<file path="config.mk">
export PLATFORM = sky130hd
export DESIGN_NAME = dpop_top
export DESIGN_NICKNAME = d
export VERILOG_FILES = /design/src/design/dpop_pkg.sv /design/src/design/dpop_top.sv
export VERILOG_INCLUDE_DIRS = /design/src /design/src/design
export SDC_FILE = /design/constraint.sdc
export NUM_CORES = 1
export LEC_CHECK = 0
export BUFFER_PORTS_ARGS = -buffer_cell sky130_fd_sc_hd__buf_2
export CAP_MARGIN = 20
export CORE_UTILIZATION = 60
export CTS_BUF_LIST = sky130_fd_sc_hd__clkbuf_4
export DETAILED_ROUTE_END_ITERATION = 10
export PLACE_DENSITY = 0.83
export RECOVER_POWER = 100
export SETUP_SLACK_MARGIN = 0.2
export SKIP_LAST_GASP = 1
export SYNTH_ARGS = -nofsm -noshare
export SYNTH_HDL_FRONTEND = slang
export SYNTH_SLANG_ARGS = --single-unit
</file>
<file path="constraint.sdc">
create_clock -name clk_sys -period 6.85 [get_ports clk_sys]
set_input_delay 1.37 -clock clk_sys [delete_from_list [all_inputs] [get_ports clk_sys]]
set_output_delay 1.37 -clock clk_sys [all_outputs]
set_load 0.01 [all_outputs]
</file>
<file path="src/design/dpop_consts.svh">
// constants for the dpll output phase offset block
// assumes inclusion by the block and its bench only
// How it works
// - upper and lower bytes form signed offset
// - shift equals offset times 6.279 ps
// - one step is period over 2^11
// - offset 1024 inverts the output clock
// - locked writes ramp toward new value
// - holdover applies new offset without ramping
// - control bit disables automatic ramping
// - phase build-out enabled ignores offset
// - step scales with actual dpll period; phase_shift_fs uses the fixed 6.279 ps step
// - build-out bias register resets zero, top unused
`ifndef DPOP_CONSTS_SVH
`define DPOP_CONSTS_SVH
`define DPOP_IDX_LOWER   8'h70
`define DPOP_IDX_UPPER   8'h71
`define DPOP_IDX_BIAS    8'h72
`define DPOP_IDX_PBO_EN  8'h76
`define DPOP_IDX_SYNCMON 8'h7C
`define DPOP_IDX_APPLIED 8'h7D
`define DPOP_PBO_EN_BIT  0
`define DPOP_RAMP_DIS_BIT 0
`define DPOP_BIAS_W      6
`define DPOP_STEP_FS     14'h1887
`define DPOP_FRAC_BITS   11
`define DPOP_HALF_CYCLE  16'h0400
`define DPOP_RESET_BYTE  8'h00
`define DPOP_RESET_WORD  16'h0000
`define DPOP_RAMP_DIV    16'h0100
`endif

</file>
<file path="src/design/dpop_pkg.sv">
// types for the dpll output phase offset block
// assumes dpop_consts.svh holds the numeric constants
package dpop_pkg;
  typedef enum logic [0:0] {DPOP_IDLE, DPOP_ACK} dpop_bus_state_type;
endpackage

</file>
<file path="src/design/dpop_top.sv">
// dpll output phase offset: avalon-mm registers, ramping, masking
// assumes clk_sys is the dpll system clock; status levels arrive async
`timescale 1ns/1ps
`default_nettype none
`include "dpop_consts.svh"
module dpop_top
  import dpop_pkg::*;
#(
  parameter int RAMP_DIV = 256
)(
  input  wire logic               clk_sys,
  input  wire logic               rst_b,
  input  wire logic [8:0]         avs_address,
  input  wire logic               avs_read,
  input  wire logic               avs_write,
  input  wire logic [31:0]        avs_writedata,
  input  wire logic [3:0]         avs_byteenable,
  output logic      [31:0]        avs_readdata,
  output logic                    avs_waitrequest,
  input  wire logic               dpll_locked,
  input  wire logic               dpll_holdover,
  output logic signed [15:0]      phase_offset,
  output logic signed [31:0]      phase_shift_fs,
  output logic                    phase_inverted
);

  // bus state
  dpop_bus_state_type   st_ff, nxt_st;
  logic                 wait_ff, nxt_wait;
  logic [31:0]          rdata_ff, nxt_rdata;
  // registers
  logic [7:0]           lower_ff, nxt_lower;
  logic [7:0]           upper_ff, nxt_upper;
  logic [`DPOP_BIAS_W-1:0] bias_ff, nxt_bias;
  logic                 pbo_en_ff, nxt_pbo_en;
  logic                 ramp_dis_ff, nxt_ramp_dis;
  // ramp state
  logic signed [15:0]   cur_ff, nxt_cur;
  logic [15:0]          tick_ff, nxt_tick;
  logic signed [15:0]   off_ff, nxt_off;
  logic signed [31:0]   fs_ff, nxt_fs;
  logic                 inv_ff, nxt_inv;
  // status synchronisers
  logic [2:0]           lock_sync_ff;
  logic [2:0]           hold_sync_ff;
  logic                 lock_ff, nxt_lock;
  logic                 hold_ff, nxt_hold;

  logic signed [15:0]   target;
  logic [7:0]           idx;
  logic                 wr_go;
  logic                 rd_go;
  logic                 ramp_ok;

  function automatic logic [31:0] rd_mux(input logic [7:0] i);
    logic [31:0] v;
    v = 32'h0000_0000;
    unique case (i)
      `DPOP_IDX_LOWER:   v[7:0] = lower_ff;
      `DPOP_IDX_UPPER:   v[7:0] = upper_ff;
      `DPOP_IDX_BIAS:    v[`DPOP_BIAS_W-1:0] = bias_ff;
      `DPOP_IDX_PBO_EN:  v[`DPOP_PBO_EN_BIT] = pbo_en_ff;
      `DPOP_IDX_SYNCMON: v[`DPOP_RAMP_DIS_BIT] = ramp_dis_ff;
      `DPOP_IDX_APPLIED: v[15:0] = cur_ff;
      default:           v = 32'h0000_0000;
    endcase
    return v;
  endfunction

  assign target  = $signed({upper_ff, lower_ff});
  assign idx     = {1'b0, avs_address[8:2]};
  assign wr_go   = (st_ff == DPOP_ACK) && avs_write && avs_byteenable[0];
  assign rd_go   = (st_ff == DPOP_IDLE) && avs_read;
  // ramp only when locked outside holdover and not disabled
  assign ramp_ok = lock_ff && !hold_ff && !ramp_dis_ff;

  // bus handshake: one wait cycle, then a single ack cycle
  always_comb
  begin
    nxt_st    = st_ff;
    nxt_wait  = 1'b1;
    nxt_rdata = rdata_ff;
    unique case (st_ff)
      DPOP_IDLE:
      begin
        if (avs_read || avs_write)
        begin
          nxt_st   = DPOP_ACK;
          nxt_wait = 1'b0;
          if (rd_go)
          begin
            nxt_rdata = rd_mux(idx);
          end
        end
      end
      DPOP_ACK:
      begin
        nxt_st = DPOP_IDLE;
      end
    endcase
  end

  always_ff @(posedge clk_sys or negedge rst_b)
  begin
    if (!rst_b)
    begin
      st_ff    <= DPOP_IDLE;
      wait_ff  <= 1'b1;
      rdata_ff <= 32'h0000_0000;
    end
    else
    begin
      st_ff    <= nxt_st;
      wait_ff  <= nxt_wait;
      rdata_ff <= nxt_rdata;
    end
  end

  // register writes take effect at the ack edge
  always_comb
  begin
    nxt_lower    = lower_ff;
    nxt_upper    = upper_ff;
    nxt_bias     = bias_ff;
    nxt_pbo_en   = pbo_en_ff;
    nxt_ramp_dis = ramp_dis_ff;
    if (wr_go)
    begin
      unique case (idx)
        `DPOP_IDX_LOWER:   nxt_lower = avs_writedata[7:0];
        `DPOP_IDX_UPPER:   nxt_upper = avs_writedata[7:0];
        `DPOP_IDX_BIAS:    nxt_bias = avs_writedata[`DPOP_BIAS_W-1:0];
        `DPOP_IDX_PBO_EN:  nxt_pbo_en = avs_writedata[`DPOP_PBO_EN_BIT];
        `DPOP_IDX_SYNCMON: nxt_ramp_dis = avs_writedata[`DPOP_RAMP_DIS_BIT];
        default:           nxt_lower = lower_ff;
      endcase
    end
  end

  always_ff @(posedge clk_sys or negedge rst_b)
  begin
    if (!rst_b)
    begin
      lower_ff    <= `DPOP_RESET_BYTE;
      upper_ff    <= `DPOP_RESET_BYTE;
      bias_ff     <= '0;
      pbo_en_ff   <= 1'b0;
      ramp_dis_ff <= 1'b0;
    end
    else
    begin
      lower_ff    <= nxt_lower;
      upper_ff    <= nxt_upper;
      bias_ff     <= nxt_bias;
      pbo_en_ff   <= nxt_pbo_en;
      ramp_dis_ff <= nxt_ramp_dis;
    end
  end

  // status levels: accept a change once stages two and three agree
  always_comb
  begin
    nxt_lock = lock_ff;
    nxt_hold = hold_ff;
    if (lock_sync_ff[1] == lock_sync_ff[2])
    begin
      nxt_lock = lock_sync_ff[2];
    end
    if (hold_sync_ff[1] == hold_sync_ff[2])
    begin
      nxt_hold = hold_sync_ff[2];
    end
  end

  always_ff @(posedge clk_sys or negedge rst_b)
  begin
    if (!rst_b)
    begin
      lock_sync_ff <= 3'h0;
      hold_sync_ff <= 3'h0;
      lock_ff      <= 1'b0;
      hold_ff      <= 1'b0;
    end
    else
    begin
      lock_sync_ff <= {lock_sync_ff[1:0], dpll_locked};
      hold_sync_ff <= {hold_sync_ff[1:0], dpll_holdover};
      lock_ff      <= nxt_lock;
      hold_ff      <= nxt_hold;
    end
  end

  // applied offset, ramped one lsb per tick or jumped
  always_comb
  begin
    nxt_cur  = cur_ff;
    nxt_tick = tick_ff;
    if (!ramp_ok)
    begin
      nxt_cur  = target;
      nxt_tick = 16'h0000;
    end
    else if (cur_ff != target)
    begin
      if (tick_ff >= 16'(RAMP_DIV - 1))
      begin
        nxt_tick = 16'h0000;
        if (cur_ff < target)
        begin
          nxt_cur = cur_ff + 16'sh0001;
        end
        else
        begin
          nxt_cur = cur_ff - 16'sh0001;
        end
      end
      else
      begin
        nxt_tick = tick_ff + 16'h0001;
      end
    end
    else
    begin
      nxt_tick = 16'h0000;
    end
  end

  // outputs: offset in dpll-cycle units of 2^-11, so it tracks the
  // actual dpll period; femtosecond figure uses the nominal step
  always_comb
  begin
    nxt_off = pbo_en_ff ? `DPOP_RESET_WORD : cur_ff;
    nxt_fs  = 32'(off_ff) * $signed({18'h0, `DPOP_STEP_FS});
    nxt_inv = (off_ff == `DPOP_HALF_CYCLE);
  end

  always_ff @(posedge clk_sys or negedge rst_b)
  begin
    if (!rst_b)
    begin
      cur_ff  <= `DPOP_RESET_WORD;
      tick_ff <= 16'h0000;
      off_ff  <= `DPOP_RESET_WORD;
      fs_ff   <= 32'h0000_0000;
      inv_ff  <= 1'b0;
    end
    else
    begin
      cur_ff  <= nxt_cur;
      tick_ff <= nxt_tick;
      off_ff  <= nxt_off;
      fs_ff   <= nxt_fs;
      inv_ff  <= nxt_inv;
    end
  end

  assign avs_readdata    = rdata_ff;
  assign avs_waitrequest = wait_ff;
  assign phase_offset    = off_ff;
  assign phase_shift_fs  = fs_ff;
  assign phase_inverted  = inv_ff;

  a_upper_join: assert property (
    @(posedge clk_sys) disable iff (!rst_b)
    wr_go && idx == `DPOP_IDX_UPPER |=> target[15:8] == $past(avs_writedata[7:0]))
    else $error("upper byte not joined into offset");

  a_fs_scale: assert property (
    @(posedge clk_sys) disable iff (!rst_b)
    ##1 fs_ff == $past(off_ff) * 32'sd6279)
    else $error("shift not offset times step");

  a_half_inv: assert property (
    @(posedge clk_sys) disable iff (!rst_b)
    off_ff == 16'sd1024 |=> inv_ff)
    else $error("half cycle offset not inverting");

  a_ramp_step: assert property (
    @(posedge clk_sys) disable iff (!rst_b)
    ramp_ok |=> (cur_ff - $past(cur_ff)) inside {-16'sd1, 16'sd0, 16'sd1})
    else $error("ramp moved more than one step");

  a_hold_jump: assert property (
    @(posedge clk_sys) disable iff (!rst_b)
    hold_ff |=> cur_ff == $past(target))
    else $error("holdover did not apply offset directly");

  a_ramp_dis: assert property (
    @(posedge clk_sys) disable iff (!rst_b)
    ramp_dis_ff |=> cur_ff == $past(target))
    else $error("disabled ramp still ramping");

  a_pbo_mask: assert property (
    @(posedge clk_sys) disable iff (!rst_b)
    pbo_en_ff |=> off_ff == 16'sd0 ##1 fs_ff == 32'sd0)
    else $error("offset not ignored in build-out");

  a_bias_unused: assert property (
    @(posedge clk_sys) disable iff (!rst_b)
    rd_go && idx == `DPOP_IDX_BIAS |=> avs_readdata[7:6] == 2'b00 && !avs_waitrequest)
    else $error("unused bias bits not zero");

  a_wait_one: assert property (
    @(posedge clk_sys) disable iff (!rst_b)
    st_ff == DPOP_IDLE && (avs_read || avs_write) |=> !avs_waitrequest ##1 avs_waitrequest)
    else $error("waitrequest not one cycle low");

endmodule
`default_nettype wire

</file>
### Word level (Yosys, flattened, before mapping)

Index checks and enable logic that the tools add are counted.

* input bits: 51
* output and inout bits: 82
* register bits after elaboration: 129
* logic and storage cells: 67

* bitwise operators: 1
* equal/unequal tests: 12
* $mul: 1
* mux-type cells: 16
* reductions and logical operators: 15
* $lt $le $gt $ge: 2
* add/sub/neg operators: 3

Operators with widths (count)
* $mux 16: 8
* $eq 7x7->1 const B: 6
* $mul 16x14->30 const B: 1
* $pmux 5 s4: 1
* $add 16x1->16 const B: 1
* $add 16x2->16 const B: 1
* $eq 16x11->1 const B: 1
* $ge 16x8->1 const B: 1
* $lt 16x16->1: 1
* $ne 16x16->1: 1
* $sub 16x2->16 const B: 1
* $reduce_and 2->1: 6
* $mux 8: 1
* $pmux 1 s6: 1
* $pmux 2 s3: 1
* $logic_and 1x1->1: 5
* $ne 2x1->1 const B: 2
* $mux 1: 3
* $reduce_and 3->1: 1
* $eq 1x1->1: 2
* $logic_not 1->1: 2
* $pmux 1 s2: 1
* $logic_or 1x1->1: 1
* $not 1->1: 1

### Longest topological paths before layout

* depth after elaboration: 5
* depth in mapped cells: 21
* gate-level depth less buffers: 20

### Worst setup path before layout

OpenSTA, ideal clock, no wires.

* path kind: reg-to-reg
* from: register off_ff[15] (netlist: phase_offset[15])
* to: register fs_ff[28] (netlist: phase_shift_fs[28])
* period minus slack after synthesis: 5942 ps
* slack: 908 ps
* path buffers: 2
* stages on the path, launching flop included: 19
* library setup time: 142 ps
* data arrival time: 5799 ps
* required time: 6708 ps
* path through: dfrtp_1 > clkbuf_1 > inv_1 > fa_1 > inv_1 > fa_1 > fa_1 > inv_1 > fa_1 > inv_1 > ha_1 > and3_1 > clkbuf_1 > nand2_1 > o21ai_0 > or3b_1 > a221o_2 > mux2i_1 > o2111ai_1

* cells in the longest elaborated chain, start to end: 1

RTL lines
* start, declared: line dpop_top.sv:40 `logic signed [15:0] off_ff, nxt_off;`
* start signal, assigned: line dpop_top.sv:243 `` off_ff <= `DPOP_RESET_WORD; ``
* start signal, assigned: line dpop_top.sv:251 `off_ff <= nxt_off;`
* $mul 16x14->30: line dpop_top.sv:233 `` nxt_fs = 32'(off_ff) * $signed({18'h0, `DPOP_STEP_FS}); ``
* named net nxt_fs[28]: line dpop_top.sv:41 `logic signed [31:0] fs_ff, nxt_fs;`
* end signal, assigned: line dpop_top.sv:252 `fs_ff <= nxt_fs;`
* end, declared: line dpop_top.sv:41

The timed path passes the listed nets, and every way through them passes these cells.
A chain may end at the register's enable or synchronous reset.

### Worst setup path after layout

Ends and elaborated chain as after synthesis.

==> implementation parameters <==
Parameter                              Value

Run status
  Outcome    finished, violations left
  Violations in the final reports    max-capacitance violations, max-slew violations

Timing
  Finish-stage setup viols    0
  Post-Route Setup TNS    0 ps
  Final worst path period share    about 80%
  Maximum clock frequency    177 MHz
  Setup repair after global routing missed its margin    false
  Setup Skew    around 19 ps
  Final critical-path required period    roughly 5600 ps
  Tightest Pin Transition    between 2000 and 3000 ps
  Pins over their slew limit    about 130
  Final Hold Fails    0
  Worst Hold Slack    approximately 360 ps
  Worst relative slew slack    -83.2%

Floorplanning
  Die boundary height    130 µm
  Core box area    approximately 16000 µm²
  Num ports    roughly 130
  Starting density of the core    between 60% and 70%
  Full die area    16900 µm²
  Cell row count    46
  Horizontal die dimension    about 130 µm

Routing
  Detailed-router iteration count before antenna repair    5
  Post-DR wirelength/cell    16.1 µm
  1st-iter DRT viols    approximately 500
  Vias post-DR    between 7000 and 8000
  Residual antenna-violating net count after detailed routing    0
  Detail-routed via count per cell    ~5.5
  Remaining design rule violation count    0
  Total length of routed wires    ~21000 µm

Clock network
  Number of hold buffers added after CTS    0
  Count of H-tree levels built during CTS    4
  Clock input transition at the sequential cells of the worst setup and hold paths    approximately 120 ps
  Clock buffer count from CTS    17
  CTS resizes    0
  Maximum count of clock buffers along a single path    2
  Clock insertion delay at the later pin of the skew report    580 ps
  Clock sink count    between 100 and 150
  Root buffer selected by CTS    clkbuf_4
  Post-CTS Setup Repair Bufs    0
  TritonCTS clock tree    yes

Global route
  Largest net degree at the start of global routing    80
  Total Routing Usage GR    between 20% and 30%
  Initial antenna violation count    1
  Congestion Overflow GR    0
  Via count of the first global-routing pass    7263
  Wire length of the first global-routing pass    between 30000 and 40000 µm

Synth
  Synthesized netlist cell count    about 990
  Area share of the largest cell type after synthesis    around a third
  Proportion of synthesized flip-flops having asynchronous set or reset    100%
  Sequential-to-total area share from yosys stat    between 30% and 40%
  Number of library cell types mapped by synthesis    68
  Mean area per synthesized cell    9.92 µm²
  Cell taking the most area after synthesis    dfrtp_1
  Most frequently used flop master after synthesis    dfrtp_1
  Synth Register Bits    around 130
  Count of flip-flops with a built-in enable after synthesis    0
  Synth area leaders    dfrtp_1, ha_1, fa_1
  Post-Syn Area    9830 µm²
  Synthesis Warnings    0

Final layout
  Commonest cells after routing, fill and taps aside    inv_1, dfrtp_1, ha_1
  Area growth syn-to-layout    7.79%
  Count of filler cells inserted in the layout    ~1300
  Fraction of final layout cells with drive strength greater than 1    7.80%
  Finished Cell Area    10600 µm²
  Final net count    about 1300
  Most common library cell in the layout ignoring fill and taps    inv_1

Worst setup path
  Source of the critical timing path    phase_offset[15]
  Required arrival time at the worst endpoint    7290 ps
  Crit end category    flip-flop
  Flop2flop setup slack    1210 ps
  Critical Path Source Type    flip-flop
  Worst reg2reg path depth    17
  Crit path capture    phase_shift_fs[28]
  Max incr delay on CP    just over 1000 ps
  Cell chain of the critical path    buf_4 > inv_1 > clkbuf_1 > ha_1 > ha_1 > fa_1 > inv_1 > fa_1 > inv_1 > ha_1 > and3_1 > nand2_1 > o21ai_0 > or3b_1 > a221o_2 > mux2i_1 > o2111ai_1
  Critical register-to-register path endpoint    phase_shift_fs[28]
  Slowest cell on the critical path    clkbuf_1
  Top fanout value on the critical path    23
  Data arrival at the endpoint of the critical path    slightly above 6000 ps
  Category of the critical setup timing path    reg2reg
  Worst reg2reg path startpoint    phase_offset[15]

Run
  Max-cap violation count    2

Worst hold path
  Worst Hold Class    reg2reg

Place
  DP Wirelength    16700 µm
  Area of placed instances    roughly 10000 µm²
  GPL Wtd Cong    0.929
  Number of I/O port buffers    87
## state kept, by name, summed over array words and instances (netlist names)
name             flops
phase_shift_fs      30
lower_ff             8
st_ff                1
cur_ff              16
phase_offset        16
pbo_en_ff            1
avs_readdata        16
upper_ff             8
lock_sync_ff         3
bias_ff              6
lock_ff              1
ramp_dis_ff          1
avs_waitrequest      1
hold_sync_ff         3
hold_ff              1
tick_ff             16
phase_inverted       1
## worst max-delay path: cells and delay by family (launching register included)
| kind | cells | cell delay [ps] |
|---|---|---|
| fa+ha+maj | 5 | 2010 |
| compound gates | 3 | 610 |
| flops | 1 | 380 |
| mux | 1 | 150 |
| simple gates | 3 | 820 |
| buf+inv | 5 | 1510 |
## synthesized netlist by cell type, types with 5 or more instances
| cell | n |
|---|---|
| clkbuf_1 | 14 |
| o21ai_0 | 50 |
| and4_1 | 6 |
| nand2_1 | 80 |
| xor2_1 | 15 |
| nor3_1 | 7 |
| nor2_1 | 61 |
| a22oi_1 | 13 |
| o211ai_1 | 5 |
| a21oi_1 | 58 |
| nand3_1 | 17 |
| nand2b_1 | 8 |
| buf_4 | 19 |
| xnor2_1 | 40 |
| a21o_1 | 13 |
| dfrtp_1 | 128 |
| nand4_1 | 6 |
| a22o_1 | 7 |
| nor2b_1 | 19 |
| inv_1 | 139 |
| a211oi_1 | 6 |
| mux2_2 | 19 |
| a31oi_1 | 5 |
| fa_1 | 60 |
| ha_1 | 127 |
## layer usage
layer | vias up | global-route usage, % | share of wire (%)
met5 | - | 0 | 0
met4 | 0 | 11.3 | 3.4
met3 | 58 | 5.58 | 5.3
met2 | 220 | 45.3 | 49
met1 | 3526 | 34.4 | 42
li1 | 3494 | - | -
## layout make-up
class | count | area (µm²) | area share, %
diodes | 1 | 2.50 | 0.0236
inverters | 139 | 522 | 4.92
flip-flops and latches | 129 | 3230 | 30.5
clock buffers | 17 | 128 | 1.20
well taps | 216 | 270 | 2.55
clock inverters | 15 | 150 | 1.42
repair buffers | 92 | 380 | 3.59
multi-input cells | 711 | 5910 | 55.8
## how the worst min path moves through the flow
stage / startpoint / endpoint / cells past startpoint / slack, ps
floorplan: hold_sync_ff[0] / hold_sync_ff[1] / 0 / 330
global route: lock_sync_ff[0] / lock_sync_ff[1] / 0 / 370
finish: lock_sync_ff[0] / lock_sync_ff[1] / 0 / 360
global placement: lock_sync_ff[0] / lock_sync_ff[1] / 0 / 330
detailed placement: lock_sync_ff[0] / lock_sync_ff[1] / 0 / 340
CTS: lock_sync_ff[0] / lock_sync_ff[1] / 0 / 360
## metrics by stage
stage	setup WS (ps)	util, %	std cells
2_1_floorplan	908	-	1014
3_3_place_gp	1440	65.6	1286
3_5_place_dp	1370	65.6	1286
4_1_cts	1320	67.3	1318
5_1_grt	801	66.5	1320
6_report	1210	66.5	1320
## cell families after synthesis
family          after synthesis  synth area share, %
simple gates                229                 11.4
xor+xnor                     55                 4.90
fa+ha+maj                   189                 28.6
other cells                   1               0.0382
flops                       129                 32.9
compound gates              191                 12.3
buf+inv                     174                 7.37
mux                          23                 2.58
Power is left out: the tool's default activity adds up to more than one toggle a clock period on the data nets, which glitch-free logic cannot reach.
